<file path="src/scte_params.svh">
// Constants for the stream clock and trigger control block
`ifndef SCTE_PARAMS_SVH
`define SCTE_PARAMS_SVH

`define SCTE_ADDR_W        6
`define SCTE_OFS_CFG_IN    6'h00
`define SCTE_OFS_CFG_OUT   6'h04
`define SCTE_OFS_DIV_IN    6'h08
`define SCTE_OFS_DIV_OUT   6'h0c
`define SCTE_OFS_CMD       6'h10
`define SCTE_OFS_STATUS    6'h14
`define SCTE_OFS_IN_DATA   6'h18
`define SCTE_OFS_OUT_DATA  6'h1c
`define SCTE_OFS_FAST_EN   6'h20
`define SCTE_OFS_FAST_PEND 6'h24

`define SCTE_CFG_EXT       0
`define SCTE_CFG_SW        1
`define SCTE_CFG_TRIG      2
`define SCTE_CFG_START     3
`define SCTE_CFG_STOP      4
`define SCTE_CFG_W         5
`define SCTE_CFG_RST       5'h00
`define SCTE_DIV_RST       16'h0018

`define SCTE_CMD_START     0
`define SCTE_CMD_STOP      2
`define SCTE_CMD_SWCLK     4

`define SCTE_TRIG_LINE     2
`define SCTE_SYNC_N        22

`define SCTE_CLK_NS        40
`define SCTE_IRQ_LAT_NS    100
`define SCTE_IRQ_LAT_CYC   (`SCTE_IRQ_LAT_NS / `SCTE_CLK_NS)

`endif

</file>
<file path="src/scte_pkg.sv">
// Types shared by the stream clock and trigger control block
`include "scte_params.svh"
package scte_pkg;

  typedef enum logic [2:0] {
    SCTE_IDLE  = 3'b001,
    SCTE_ARMED = 3'b010,
    SCTE_RUN   = 3'b100
  } scte_run_t;

  typedef enum logic [3:0] {
    SCTE_SRC_INT  = 4'b0001,
    SCTE_SRC_EXT  = 4'b0010,
    SCTE_SRC_SW   = 4'b0100,
    SCTE_SRC_TRIG = 4'b1000
  } scte_src_t;

  typedef struct packed {
    logic [`SCTE_CFG_W-1:0] cfg;
    logic [15:0]            div;
    logic [15:0]            cnt;
    scte_run_t              run;
  } scte_stream_t;

  typedef struct packed {
    scte_stream_t [1:0] st;
    logic [15:0]        in_data;
    logic [15:0]        out_data;
    logic [15:0]        dio_out;
    logic [3:0]         fast_en;
    logic [3:0]         fast_pend;
    logic               host_irq;
    logic [1:0]         pin_out;
    logic [1:0]         pin_oe;
    logic               in_pulse;
    logic               out_pulse;
    logic               trig_pulse;
    logic               wait_req;
    logic [31:0]        rdata;
  } scte_state_t;

  typedef struct packed {
    logic s1;
    logic s2;
    logic s3;
  } scte_sync_t;

endpackage : scte_pkg

</file>
<file path="src/scte_top.sv">
// Stream clock selection, trigger start/stop and fast event lines
//
// Register access over Avalon-MM and the placing of the registers are this design's own decisions.
`timescale 1ns/1ps
`default_nettype none
`include "scte_params.svh"
module scte_top (
  input  wire logic        clk,
  input  wire logic        rstn,
  input  wire logic [5:0]  avs_address,
  input  wire logic        avs_read,
  input  wire logic        avs_write,
  input  wire logic [31:0] avs_writedata,
  input  wire logic [3:0]  avs_byteenable,
  output logic [31:0]      avs_readdata,
  output logic             avs_waitrequest,
  input  wire logic        input_stream_clock_pin_in,
  output logic             input_stream_clock_pin_out,
  output logic             input_stream_clock_pin_oe,
  input  wire logic        output_stream_clock_pin_in,
  output logic             output_stream_clock_pin_out,
  output logic             output_stream_clock_pin_oe,
  input  wire logic        fast_event_line_one,
  input  wire logic        fast_event_line_two,
  input  wire logic        fast_event_line_three,
  input  wire logic        fast_event_line_four,
  input  wire logic [15:0] dio_in,
  output logic [15:0]      dio_out,
  output logic             in_sample_pulse,
  output logic             out_update_pulse,
  output logic             trigger_event,
  output logic             host_irq
);

  scte_pkg::scte_state_t       r;
  scte_pkg::scte_state_t       n;
  scte_pkg::scte_src_t [1:0]   src;
  logic [`SCTE_SYNC_N-1:0]     raw;
  logic [`SCTE_SYNC_N-1:0]     lvl;
  logic [`SCTE_SYNC_N-1:0]     fall;
  logic [1:0]                  pin_fall;
  logic [3:0]                  line_fall;
  logic [15:0]                 din;
  logic                        trig_fall;
  logic [1:0]                  tick;
  logic                        wr_go;
  logic [5:0]                  cmd;
  logic [3:0]                  pend_clr;
  logic [31:0]                 rword;
  logic [31:0]                 wword;

  // External clock wins over trigger, trigger over software, else timer
  function automatic scte_pkg::scte_src_t decode_src(
    input logic [`SCTE_CFG_W-1:0] cfg
  );
    if (cfg[`SCTE_CFG_EXT]) begin
      return scte_pkg::SCTE_SRC_EXT;
    end else if (cfg[`SCTE_CFG_TRIG]) begin
      return scte_pkg::SCTE_SRC_TRIG;
    end else if (cfg[`SCTE_CFG_SW]) begin
      return scte_pkg::SCTE_SRC_SW;
    end
    return scte_pkg::SCTE_SRC_INT;
  endfunction : decode_src

  function automatic logic [31:0] be_merge(
    input logic [31:0] old,
    input logic [31:0] wd,
    input logic [3:0]  be
  );
    logic [31:0] res;
    res = old;
    for (int b = 0; b < 4; b++) begin
      if (be[b]) begin
        res[8*b +: 8] = wd[8*b +: 8];
      end
    end
    return res;
  endfunction : be_merge

  assign raw = {dio_in,
                fast_event_line_four,
                fast_event_line_three,
                fast_event_line_two,
                fast_event_line_one,
                output_stream_clock_pin_in,
                input_stream_clock_pin_in};

  for (genvar g = 0; g < `SCTE_SYNC_N; g++) begin : g_sync
    scte_sync u_sync (
      .clk      (clk),
      .rstn     (rstn),
      .async_in (raw[g]),
      .level    (lvl[g]),
      .fall     (fall[g])
    );
  end

  // Pins pass the synchroniser; sampling at 40 ns bounds the shortest pulse seen
  assign pin_fall  = fall[1:0];
  assign line_fall = fall[5:2];
  assign din       = lvl[21:6];
  assign trig_fall = line_fall[`SCTE_TRIG_LINE];

  always_comb begin
    n        = r;
    src      = {2{scte_pkg::SCTE_SRC_INT}};
    tick     = 2'b00;
    wr_go    = avs_write && r.wait_req;
    cmd      = 6'h00;
    pend_clr = 4'h0;

    case (avs_address)
      `SCTE_OFS_CFG_IN:    rword = {27'h0, r.st[0].cfg};
      `SCTE_OFS_CFG_OUT:   rword = {27'h0, r.st[1].cfg};
      `SCTE_OFS_DIV_IN:    rword = {16'h0, r.st[0].div};
      `SCTE_OFS_DIV_OUT:   rword = {16'h0, r.st[1].div};
      `SCTE_OFS_STATUS:    rword = {26'h0, r.st[1].run, r.st[0].run};
      `SCTE_OFS_IN_DATA:   rword = {16'h0, r.in_data};
      `SCTE_OFS_OUT_DATA:  rword = {16'h0, r.out_data};
      `SCTE_OFS_FAST_EN:   rword = {28'h0, r.fast_en};
      `SCTE_OFS_FAST_PEND: rword = {28'h0, r.fast_pend};
      default:             rword = 32'h0;
    endcase
    wword = be_merge(rword, avs_writedata, avs_byteenable);

    n.in_pulse   = 1'b0;
    n.out_pulse  = 1'b0;
    n.trig_pulse = trig_fall;

    // One wait cycle per access, then a cycle with waitrequest low
    n.wait_req = 1'b1;
    if (r.wait_req && (avs_read || avs_write)) begin
      n.wait_req = 1'b0;
      n.rdata    = avs_read ? rword : 32'h0;
    end

    if (wr_go) begin
      case (avs_address)
        `SCTE_OFS_CFG_IN: begin
          n.st[0].cfg = wword[`SCTE_CFG_W-1:0];
        end
        `SCTE_OFS_CFG_OUT: begin
          n.st[1].cfg = wword[`SCTE_CFG_W-1:0];
        end
        `SCTE_OFS_DIV_IN: begin
          n.st[0].div = wword[15:0];
        end
        `SCTE_OFS_DIV_OUT: begin
          n.st[1].div = wword[15:0];
        end
        `SCTE_OFS_CMD: begin
          cmd = avs_writedata[5:0] & {6{avs_byteenable[0]}};
        end
        `SCTE_OFS_OUT_DATA: begin
          n.out_data = wword[15:0];
        end
        `SCTE_OFS_FAST_EN: begin
          n.fast_en = wword[3:0];
        end
        `SCTE_OFS_FAST_PEND: begin
          pend_clr = avs_writedata[3:0] & {4{avs_byteenable[0]}};
        end
        default: begin
        end
      endcase
    end

    for (int i = 0; i < 2; i++) begin
      src[i]      = decode_src(r.st[i].cfg);
      n.st[i].cnt = 16'h0000;
      // Ticks count only while running
      if (r.st[i].run == scte_pkg::SCTE_RUN) begin
        case (src[i])
          scte_pkg::SCTE_SRC_INT: begin
            tick[i]     = (r.st[i].cnt >= r.st[i].div);
            n.st[i].cnt = tick[i] ? 16'h0000 : r.st[i].cnt + 16'h0001;
          end
          scte_pkg::SCTE_SRC_EXT: begin
            tick[i] = pin_fall[i];
          end
          scte_pkg::SCTE_SRC_SW: begin
            tick[i] = cmd[`SCTE_CMD_SWCLK + i];
          end
          scte_pkg::SCTE_SRC_TRIG: begin
            tick[i] = trig_fall && !r.st[i].cfg[`SCTE_CFG_STOP];
          end
          default: begin
            tick[i] = 1'b0;
          end
        endcase
      end

      case (r.st[i].run)
        scte_pkg::SCTE_IDLE: begin
          if (cmd[`SCTE_CMD_START + i]) begin
            n.st[i].run = r.st[i].cfg[`SCTE_CFG_START] ? scte_pkg::SCTE_ARMED
                                                       : scte_pkg::SCTE_RUN;
          end
        end
        scte_pkg::SCTE_ARMED: begin
          if (trig_fall) begin
            n.st[i].run = scte_pkg::SCTE_RUN;
          end
        end
        scte_pkg::SCTE_RUN: begin
          if (r.st[i].cfg[`SCTE_CFG_STOP] && trig_fall) begin
            n.st[i].run = r.st[i].cfg[`SCTE_CFG_START] ? scte_pkg::SCTE_ARMED
                                                       : scte_pkg::SCTE_IDLE;
          end
        end
        default: begin
          n.st[i].run = scte_pkg::SCTE_IDLE;
        end
      endcase
      if (cmd[`SCTE_CMD_STOP + i]) begin
        n.st[i].run = scte_pkg::SCTE_IDLE;
      end

      // Timer mode exports a one-cycle low pulse per tick
      n.pin_oe[i]  = (src[i] == scte_pkg::SCTE_SRC_INT);
      n.pin_out[i] = !(tick[i] && (src[i] == scte_pkg::SCTE_SRC_INT));
    end

    if (tick[0]) begin
      n.in_data  = din;
      n.in_pulse = 1'b1;
    end
    if (tick[1]) begin
      n.dio_out   = r.out_data;
      n.out_pulse = 1'b1;
    end

    // A new event wins over a clear in the same cycle
    n.fast_pend = (r.fast_pend & ~pend_clr) | (line_fall & r.fast_en);
    n.host_irq  = |(n.fast_pend & n.fast_en);
  end

  always_ff @(posedge clk or negedge rstn) begin
    if (!rstn) begin
      r           <= '0;
      r.st[0].cfg <= `SCTE_CFG_RST;
      r.st[1].cfg <= `SCTE_CFG_RST;
      r.st[0].div <= `SCTE_DIV_RST;
      r.st[1].div <= `SCTE_DIV_RST;
      r.st[0].run <= scte_pkg::SCTE_IDLE;
      r.st[1].run <= scte_pkg::SCTE_IDLE;
      r.pin_out   <= 2'b11;
      r.pin_oe    <= 2'b11;
      r.wait_req  <= 1'b1;
    end else begin
      r <= n;
    end
  end

  assign avs_readdata                = r.rdata;
  assign avs_waitrequest             = r.wait_req;
  assign input_stream_clock_pin_out  = r.pin_out[0];
  assign input_stream_clock_pin_oe   = r.pin_oe[0];
  assign output_stream_clock_pin_out = r.pin_out[1];
  assign output_stream_clock_pin_oe  = r.pin_oe[1];
  assign dio_out                     = r.dio_out;
  assign in_sample_pulse             = r.in_pulse;
  assign out_update_pulse            = r.out_pulse;
  assign trigger_event               = r.trig_pulse;
  assign host_irq                    = r.host_irq;

  // Interrupt latency bound in clock cycles, for the delay range below
  localparam int IRQ_LAT_CYC = `SCTE_IRQ_LAT_CYC;
endmodule : scte_top
`default_nettype wire

</file>
<file path="src/scte_sync.sv">
// Two-stage synchroniser with falling-edge detection
`timescale 1ns/1ps
`default_nettype none
module scte_sync (
  input  wire logic clk,
  input  wire logic rstn,
  input  wire logic async_in,
  output logic      level,
  output logic      fall
);
  scte_pkg::scte_sync_t r;
  scte_pkg::scte_sync_t n;

  always_comb begin
    n    = r;
    n.s1 = async_in;
    n.s2 = r.s1;
    n.s3 = r.s2;
  end

  // Idle-high reset keeps a line from showing a false edge at release
  always_ff @(posedge clk or negedge rstn) begin
    if (!rstn) begin
      r <= 3'b111;
    end else begin
      r <= n;
    end
  end

  assign level = r.s2;
  assign fall  = r.s3 & ~r.s2;
endmodule : scte_sync
`default_nettype wire

</file>
<file path="config.mk">
export PLATFORM = sky130hd
export DESIGN_NAME = scte_top
export DESIGN_NICKNAME = d
export VERILOG_FILES = /design/src/scte_pkg.sv /design/src/scte_top.sv /design/src/scte_sync.sv
export VERILOG_INCLUDE_DIRS = /design/src
export SDC_FILE = /design/constraint.sdc
export NUM_CORES = 1
export LEC_CHECK = 0
export ABC_AREA = 1
export ABC_CLOCK_PERIOD_IN_PS = 2000
export BUFFER_PORTS_ARGS = -buffer_cell sky130_fd_sc_hd__buf_2
export CORE_ASPECT_RATIO = 0.9
export CORE_MARGIN = 2
export CORE_UTILIZATION = 40
export DETAILED_ROUTE_END_ITERATION = 10
export PLACE_DENSITY_LB_ADDON = 0.08
export SLEW_MARGIN = 20
export SYNTH_ARGS = -nofsm -noshare
export SYNTH_HDL_FRONTEND = slang
export SYNTH_HIERARCHICAL = 1
export SYNTH_SLANG_ARGS = --single-unit
</file>
<file path="constraint.sdc">
create_clock -name clk -period 2 [get_ports clk]
set_clock_uncertainty 0.1 [all_clocks]
set_input_delay 0.1 -clock clk [delete_from_list [all_inputs] [get_ports clk]]
set_output_delay 0.1 -clock clk [all_outputs]
set_load 0.02 [all_outputs]
</file>
Word-level counts from Yosys, hierarchy flattened
Index checks and enable logic that the tools add are counted.
- $add $sub $neg: 2
- order comparisons: 2
- equality and inequality tests: 29
- mux-type cells: 50
- bitwise gates (word level): 19
- reduce and logical (&&, ||, !) cells: 22
- operator list (operator ; number):
    16-bit one-hot mux with 9 select lines ; 1
    16-bit 2-to-1 mux ; 6
    4-bit 2-to-1 mux ; 12
    33-bit 2-to-1 mux ; 1
    16-bit by 1-bit adder with 16-bit output (second input constant) ; 2
    16-bit >= comparator ; 2
    32-bit 2-to-1 mux ; 1
    3-bit 2-to-1 mux ; 9
    6-bit by 5-bit equality test with 1-bit output (second input constant) ; 4
    3-bit one-hot mux with 3 select lines ; 2
    4-bit AND ; 4
    8-bit 2-to-1 mux ; 2
    6-bit by 4-bit equality test with 1-bit output (second input constant) ; 2
    6-bit equality test (second input constant) ; 2
    6-bit 2-to-1 mux ; 2
    3-bit inequality test (second input constant) ; 4
    1-bit 2-to-1 mux ; 10
    2-bit AND reduction ; 5
    4-bit by 1-bit equality test with 1-bit output (second input constant) ; 2
    4-bit by 2-bit equality test with 1-bit output (second input constant) ; 2
    4-bit by 3-bit equality test with 1-bit output (second input constant) ; 2
    4-bit equality test (second input constant) ; 2
    1-bit logical AND ; 8
    1-bit one-hot mux with 4 select lines ; 2
    other kinds (16) ; 35
- register bits after elaboration: 227
- bits of input ports: 68

Depth between registers and ports, before layout
Gate-level depths: netlist of run 1.
- depth in word-level cells: 9
- depth in mapped cells: 15
- gate-level depth less buffers: 14

Modules after synthesis
Netlist of run 1, hierarchy kept.
- modules (own cells, without submodules) (module ; instances ; cells each ; area each (um^2) ; sequential area each (um^2)):
    scte_top ; 1 ; 1030 ; 8521.9 ; 4042.6
    scte_sync ; 22 ; 5 ; 88.8 ; 78.8

Least setup slack after synthesis of run 1
Ideal clock, no wire load.
- path type: register to register
- start point: reg r[159] in the netlist's numbering
- end point: reg r, in the netlist dio_out[10]
- data arrival time: 1.929 ns
- data required time: 1.834 ns
- setup slack: -0.095 ns
- stages on the path, launching flop included: 13
- buffers on the path: 1
- cells stage by stage: dfstp_2 inv_1 ha_1 a21oi_1 o21ai_0 nand2_1 o211ai_1 nand2_1 nand3_1 nand2_1 clkbuf_1 nand3_1 nand2_1
- longest elaborated chain between the ends: 3
- RTL lines (item ; line ; RTL):
    start, declared ; scte_top.sv:35 ; scte_pkg::scte_state_t r;
    start signal, assigned ; scte_top.sv:252 ; r <= n;
    16-bit >= comparator ; scte_top.sv:176 ; tick[i] = (r.st[i].cnt >= r.st[i].div);
    1-bit one-hot mux with 4 select lines ; scte_top.sv:174 ; case (src[i])
    1-bit 2-to-1 mux ; scte_top.sv:173 ; if (r.st[i].run == scte_pkg::SCTE_RUN) begin
Every way passes these cells.
A chain may end at the register's enable or synchronous reset.

Worst setup path after layout of run 1
- start point: reg r[123] in the netlist's numbering
- end point: reg r[87] in the netlist's numbering
Same word-level chain as after synthesis.

==> flow_summary_export.csv, run 1 <==
group,metric,value,unit
power,powerDensity,889.4,mW/mm2
power,p_comb_share,19.5,%
die,rows,54,
sta,post-route-period-util,104.2,%
power,cellInternalPower,8.398,mW
final_layout,drive_gt1_share,36.78,%
final_layout,final_cells,1654,
sta,tightest_slew,0.6637,ns
placed_design,gp_congestion,0.8904,
sta,rsz0062_at_grt,"true",
critical_path,criticalPathCategory,"flop to flop",
critical_path,cp_top_family,"simple AND/OR/NAND/NOR gates",
logic_synthesis,synth_warnings,6,
critical_path,path_cells,"inv_1 > ha_1 > nand2_1 > nor2_1 > nor3_1 > nand2_1 > nand2_1 > nand3_2 > nand3_4 > nand2_4 > buf_12 > buf_16 > nand2_2 > o21ai_1",
clock_tree,clk_latency,0.52,ns
routing,wl_per_cell,16.33,um
die,start_util,40.80,%
sta,clock.fmax,0.4799,GHz
global_route,grt.overflow.total,0,
global_route,grt_most_used_layer,"met1",
logic_synthesis,syn_area,0.009896,mm2
routing,vias,8127,
critical_path,crit_top_cell,"nand2_1",
clock_tree,cts_buffers,24,
die,coreArea,0.02426,mm2
global_route,grt_use_met3,2.771,%
critical_path,cp-end-kind,"flop",
worst_hold_path,hold_class,"primary input to async pin",
logic_synthesis,synth_cells,1092,
routing,drc,0,
power,seqPwrFrac,43.7,%
sta,hold-worst-slack,0.009171,ns
global_route,grt_pass1_vias,7812,
placed_design,hpwlAfterDp,18.57,mm
critical_path,cpPeakStageDelay,0.38,ns
clock_tree,h-tree-depth,1,
sta,relSlewSlack,55.29,%
final_layout,fin_nets,1430,
die,fp.dieW,169.8,um
die,io_pins,125,
critical_path,critPathMaxFanout,7,
die,die-area,0.02602,mm2
clock_tree,clk_pin_slew_worst_paths,0.07,ns
sta,finalSetupViolCount,34,
routing,drtIter0Drc,544,
critical_path,r2r_cells,14,
critical_path,critical_path_depth,14,
routing,ant_nets,0,
global_route,grt_util_all_layers,20.81,%
routing,vias_per_cell,4.914,
flow_run,cap_viol_max_count,0,
die,die_h,153.2,um
sta,fin_ws,-0.08373,ns
global_route,grt_max_degree,55,
critical_path,slowest_stage,"dfrtp_1",
sta,final_max_slew_viol_count,0,
outcome,violations,"setup timing",
clock_tree,cts.sinks,211,
power,leakagePower,6.369,nW
clock_tree,clk_path_buf_depth,3,
power,p_switching,3.586,mW
outcome,status,"complete, but fails checks",
final_layout,syn_to_final_growth,36.17,%
critical_path,cp.required,2.31,ns
global_route,grt_pass1_wl,42.62,mm
critical_path,cp.arrival,2.39,ns
logic_synthesis,syn_avg_cell_area,9.062,um2
power,vdd_drop_max,0.6419,mV
global_route,grtUsageMet2,31.29,%
clock_tree,cts_root_buf,"clkbuf_16",
power,clkPwrFrac,36.7,%
final_layout,num_antenna_cells,0,
global_route,antenna_found_initial,0,
global_route,use_met1,32.08,%
sta,period_minus_slack,2.084,ns
power,swShare,29.92,%
routing,routed_wl,27.02,mm
clock_tree,cts_tree,"built",
critical_path,path_buf_inv,3,
placed_design,io_buffers,90,
critical_path,cp-start-kind,"flop",
placed_design,dp_cells,1540,
sta,finalHoldViolations,0,
routing,drt_pre_antenna_iters,5,
## power by group through the flow
| stage | clock network, mW | registers, mW | logic, mW |
|---|---|---|---|
| final | 4.40 | 5.24 | 2.34 |
| after global routing | 4.71 | 5.29 | 2.62 |
| after CTS | 4.53 | 5.22 | 2.26 |
| after detailed placement | 0 | 5.27 | 1.99 |
| after global placement | 0 | 5.26 | 1.96 |
| after floorplan | 0 | 5.17 | 1.37 |
## area by class of cell
type | instances | area, um2
fill | 2194 | 10780
tap | 308 | 385.4
multi-input combinational | 701 | 4377
timing repair buffer | 268 | 2093
sequential | 211 | 5356
inverter | 122 | 457.9
clock buffer | 33 | 696.9
clock inverter | 11 | 108.9
## worst reg2reg max path, stage by stage, from the launching register on
cell	delay (ns)
dfrtp_1	0.38
inv_1	0.11
ha_1	0.25
nand2_1	0.13
nor2_1	0.07
nor3_1	0.13
nand2_1	0.07
nand2_1	0.08
nand3_2	0.10
nand3_4	0.09
nand2_4	0.09
buf_12	0.15
buf_16	0.14
nand2_2	0.05
o21ai_1	0.05
## final timing paths
path | startpoint | endpoint | slack (ns)
max in group asynchronous | rstn | g_sync[8].u_sync/level | 1.10
min in group clk | avs_writedata[9] | r[165] | 0.01
worst min register to register | g_sync[18].u_sync/n[1] | g_sync[18].u_sync/level | 0.25
worst min-delay path | rstn | r[73] | 0.009
worst max register to register | r[123] | r[87] | -0.08
worst max-delay path | r[123] | r[87] | -0.08
## registers in the layout, indices dropped and copies added, names as in the netlist
name,cells
g_sync.u_sync/level,22
in_sample_pulse,1
output_stream_clock_pin_out,1
avs_readdata,16
host_irq,1
out_update_pulse,1
r,120
output_stream_clock_pin_oe,1
input_stream_clock_pin_oe,1
dio_out,16
g_sync.u_sync/n,22
avs_waitrequest,1
g_sync.u_sync/r,6
input_stream_clock_pin_out,1
trigger_event,1
## metal layers
metal / wire length [um] / up-vias / part of all wire, %
met1: 13330 / 3873 / 49
met5: 0 / - / 0
li1: - / 4014 / -
met2: 11890 / 201 / 44
met3: 1256 / 39 / 4.6
met4: 548 / 0 / 2.0
## cell usage in the layout, fill, tap and decap left out, types with 6 or more instances in the layout
cell	count
nor3_2	7
buf_12	7
buf_4	119
o31ai_1	6
nor3_1	16
nand2_1	196
o21ai_0	78
buf_2	89
a21oi_1	22
a21oi_2	6
nand3_1	43
xor2_1	11
a31oi_1	9
o21ai_2	6
nand3_2	23
ha_4	9
conb_1	16
o22ai_1	11
nor2_4	12
o21ai_1	18
dlygate4sd3_1	41
inv_1	103
nor2_1	53
nand2_4	9
dfstp_2	61
ha_1	24
nand4_1	18
nand2_2	26
dfrtp_1	150
clkbuf_16	26
nor2_2	29
inv_2	17
## stage by stage
step                      TNS [ns]  power, mW  cell area [um2]  worst slack [ns]  util, %
after floorplan                  0      6.543             9962           0.01269        -
after global placement      -1.187      7.220            11210           -0.1128    46.21
after detailed placement    -2.442      7.257            11210           -0.1214    46.21
after CTS                  -0.6533      12.01            13030          -0.04247    53.73
after global routing        -7.685      12.62            13480           -0.1898    55.56
final                       -1.021      11.98            13480          -0.08373    55.56
## what timing repair did
item | CTS | global route
endpoints found under the hold margin | 227 | 0
buffers inserted | 12 | 11
setup endpoints to repair | 46 | 63
gates cloned | 8 | 1
hold buffers | 41 | 0
pin swaps | 25 | 43
resized for setup | 87 | 113
Note: power is estimated with default switching activity, not from simulation.
==> run 2, diff against run 1 <==
- PLACE_DENSITY: unset -> 0.7
- PLACE_DENSITY_LB_ADDON: 0.08 -> unset
==> run 2 against run 1 <==
Compared with the run above:
- the flow still finishes with violations (setup timing)
- utilization shrank 1.4 points
- largest cell class unchanged
- sequential share of layout area grew 1.0 points
- critical path type unchanged
- highest routed layer unchanged
- die area is the same
- clock-buffer cell count is the same
- final area shrank 2.5%
- sequential cell count is the same
- combinational power shrank 6%
- critical path depth shrank 3
==> flow_summary_export.csv, run 2 (synthesized netlist as in run 1, its figures left out) <==
group,metric,value,unit
die,io_pins,125,
die,rows,54,
power,powerDensity,936.0,mW/mm2
placed_design,hpwlAfterDp,18.11,mm
global_route,grt_pass1_wl,41.63,mm
power,vdd_drop_max,0.5183,mV
worst_hold_path,hold_class,"primary input to flop",
critical_path,cp-start-kind,"flop",
critical_path,cp.required,2.34,ns
power,total_power,12.30,mW
outcome,status,"complete, but fails checks",
die,coreArea,0.02426,mm2
final_layout,layout_commonest_cell,"nand2_1",
sta,final_max_slew_viol_count,0,
sta,finalSetupViolCount,64,
final_layout,fin_area,0.01315,mm2
critical_path,path_buf_inv,2,
critical_path,cp_top_family,"simple AND/OR/NAND/NOR gates",
routing,wl_per_cell,16.47,um
routing,drc,0,
placed_design,place_worst_setup_slack,-0.1138,ns
global_route,grt.overflow.total,0,
final_layout,fill_cells,2093,
sta,clock.fmax,0.4698,GHz
critical_path,criticalPathCategory,"flop to flop",
final_layout,fin_nets,1408,
critical_path,crit_top_cell,"nand2_1",
placed_design,place_area,0.01113,mm2
sta,finalHoldViolations,0,
sta,relSlewSlack,62.71,%
critical_path,critPathMaxFanout,8,
global_route,grt_pass1_vias,7968,
global_route,grt_util_all_layers,20.00,%
final_layout,largest_reg_flops,120,
sta,rsz0062_at_grt,"true",
clock_tree,cts_tree,"built",
routing,routed_wl,26.89,mm
placed_design,gp_congestion,0.9445,
die,fp.dieW,169.8,um
critical_path,cpPeakStageDelay,0.53,ns
critical_path,path_cells,"inv_2 > ha_4 > a21oi_2 > nor2_1 > nor3_1 > nand2_1 > nand2_1 > nand3_2 > nand3b_1 > buf_12 > nor3_4",
final_layout,register_area,0.005360,mm2
global_route,grt_max_degree,59,
placed_design,io_buffers,90,
final_layout,syn_to_final_growth,32.84,%
clock_tree,cts_root_buf,"clkbuf_16",
power,leakagePower,6.210,nW
final_layout,num_antenna_cells,0,
clock_tree,clk_latency,0.52,ns
sta,tightest_slew,0.5588,ns
clock_tree,clk_path_buf_depth,3,
final_layout,top_register,"r",
routing,ant_nets,0,
final_layout,multi_input_area,0.004143,mm2
clock_tree,clk_pin_slew_worst_paths,0.06,ns
sta,post-route-period-util,106.4,%
critical_path,slowest_stage,"dfstp_2",
clock_tree,cts.sinks,211,
routing,drt_pre_antenna_iters,5,
critical_path,cp-end-kind,"flop",
clock_tree,cts_buffers,24,
critical_path,cp.arrival,2.47,ns
die,start_util,40.80,%
outcome,violations,"setup timing",
routing,vias_per_cell,5.075,
final_layout,drive_gt1_share,32.85,%
global_route,antenna_found_initial,0,
clock_tree,h-tree-depth,1,
final_layout,mostFrequentLayoutCells,"nand2_1, dfrtp_1, inv_1",
die,die_h,153.2,um
routing,vias,8283,
sta,period_minus_slack,2.129,ns
flow_run,cap_viol_max_count,0,
die,die-area,0.02602,mm2
sta,fin_ws,-0.1286,ns
routing,drtIter0Drc,692,
[run 2: cell types whose count changed in the layout (fill, tap and decap cells not counted), moves of 7 or more]
cell,previous run,this run
o21ai_0,78,88
inv_2,17,9
buf_4,119,98
nor2_1,53,61
nand2_2,26,16
nand2_1,196,211
inv_1,103,110
[run 2: timing repair]
action                                  CTS  global route
endpoints found under the hold margin   236             0
hold buffers                             42             0
gates cloned                              2             4
resized for setup                        33            97
endpoints found under the setup margin   49            66
setup buffers                             1            16
pin swaps                                 4            40
[run 2: power by group]
group          total (mW)  leakage (nW)  internal (mW)  switching, mW
clock                4.86         0.434           3.03           1.83
sequential           5.23          2.58           4.88          0.356
combinational        2.21          3.19          0.842           1.37
total                12.3          6.21           8.75           3.56
[run 2: path summary, 6_finish.rpt]
path | startpoint | to | slack, ns | cells past startpoint
worst max-delay path | r[120] | r[102] | -0.13 | 11
worst min-delay path | avs_writedata[5] | r[161] | 0.04 | 5
worst max register to register | r[120] | r[102] | -0.13 | 11
worst min register to register | g_sync[0].u_sync/n[1] | g_sync[0].u_sync/level | 0.25 | 0
max in group asynchronous | rstn | output_stream_clock_pin_out | 1.29 | 3
min in group asynchronous | rstn | avs_waitrequest | 0.11 | 2
[run 2: routing by layer]
layer | wire length, um | GRT usage (%) | vias up
li1 | - | - | 3959
met4 | 684 | 4.803 | 0
met3 | 1974 | 4.013 | 57
met1 | 11710 | 28.06 | 3947
met2 | 12510 | 32.03 | 320
met5 | 0 | 0 | -
[run 2: area by class of cell]
cell class                      count  area share, %
Clock buffer                       33          5.454
Clock inverter                     11          1.266
Inverter                          122          3.503
Multi-Input combinational cell    700          31.52
Sequential cell                   211          40.78
Tap cell                          308          2.932
Timing Repair Buffer              247          14.55
[run 2: per-stage QoR]
stage               hold WS [ns]  util, %  std cells  setup TNS, ns
finish                   0.03682    54.19       1632         -5.684
global placement        -0.03170    45.87       1524        -0.7560
CTS                     0.009362    52.11       1613         -1.418
global route             0.06838    54.19       1632         -12.29
detailed placement      -0.03134    45.87       1524         -2.401
floorplan                -0.2956        -       1107              0
[run 2: tightest hold or removal path: cells and delay by family]
| family | cells | cell delay (ns) |
|---|---|---|
| buffers and inverters | 1 | 0.08 |
| AO/OA/AOI/OAI | 2 | 0.26 |
| AND/OR/NAND/NOR | 2 | 0.18 |
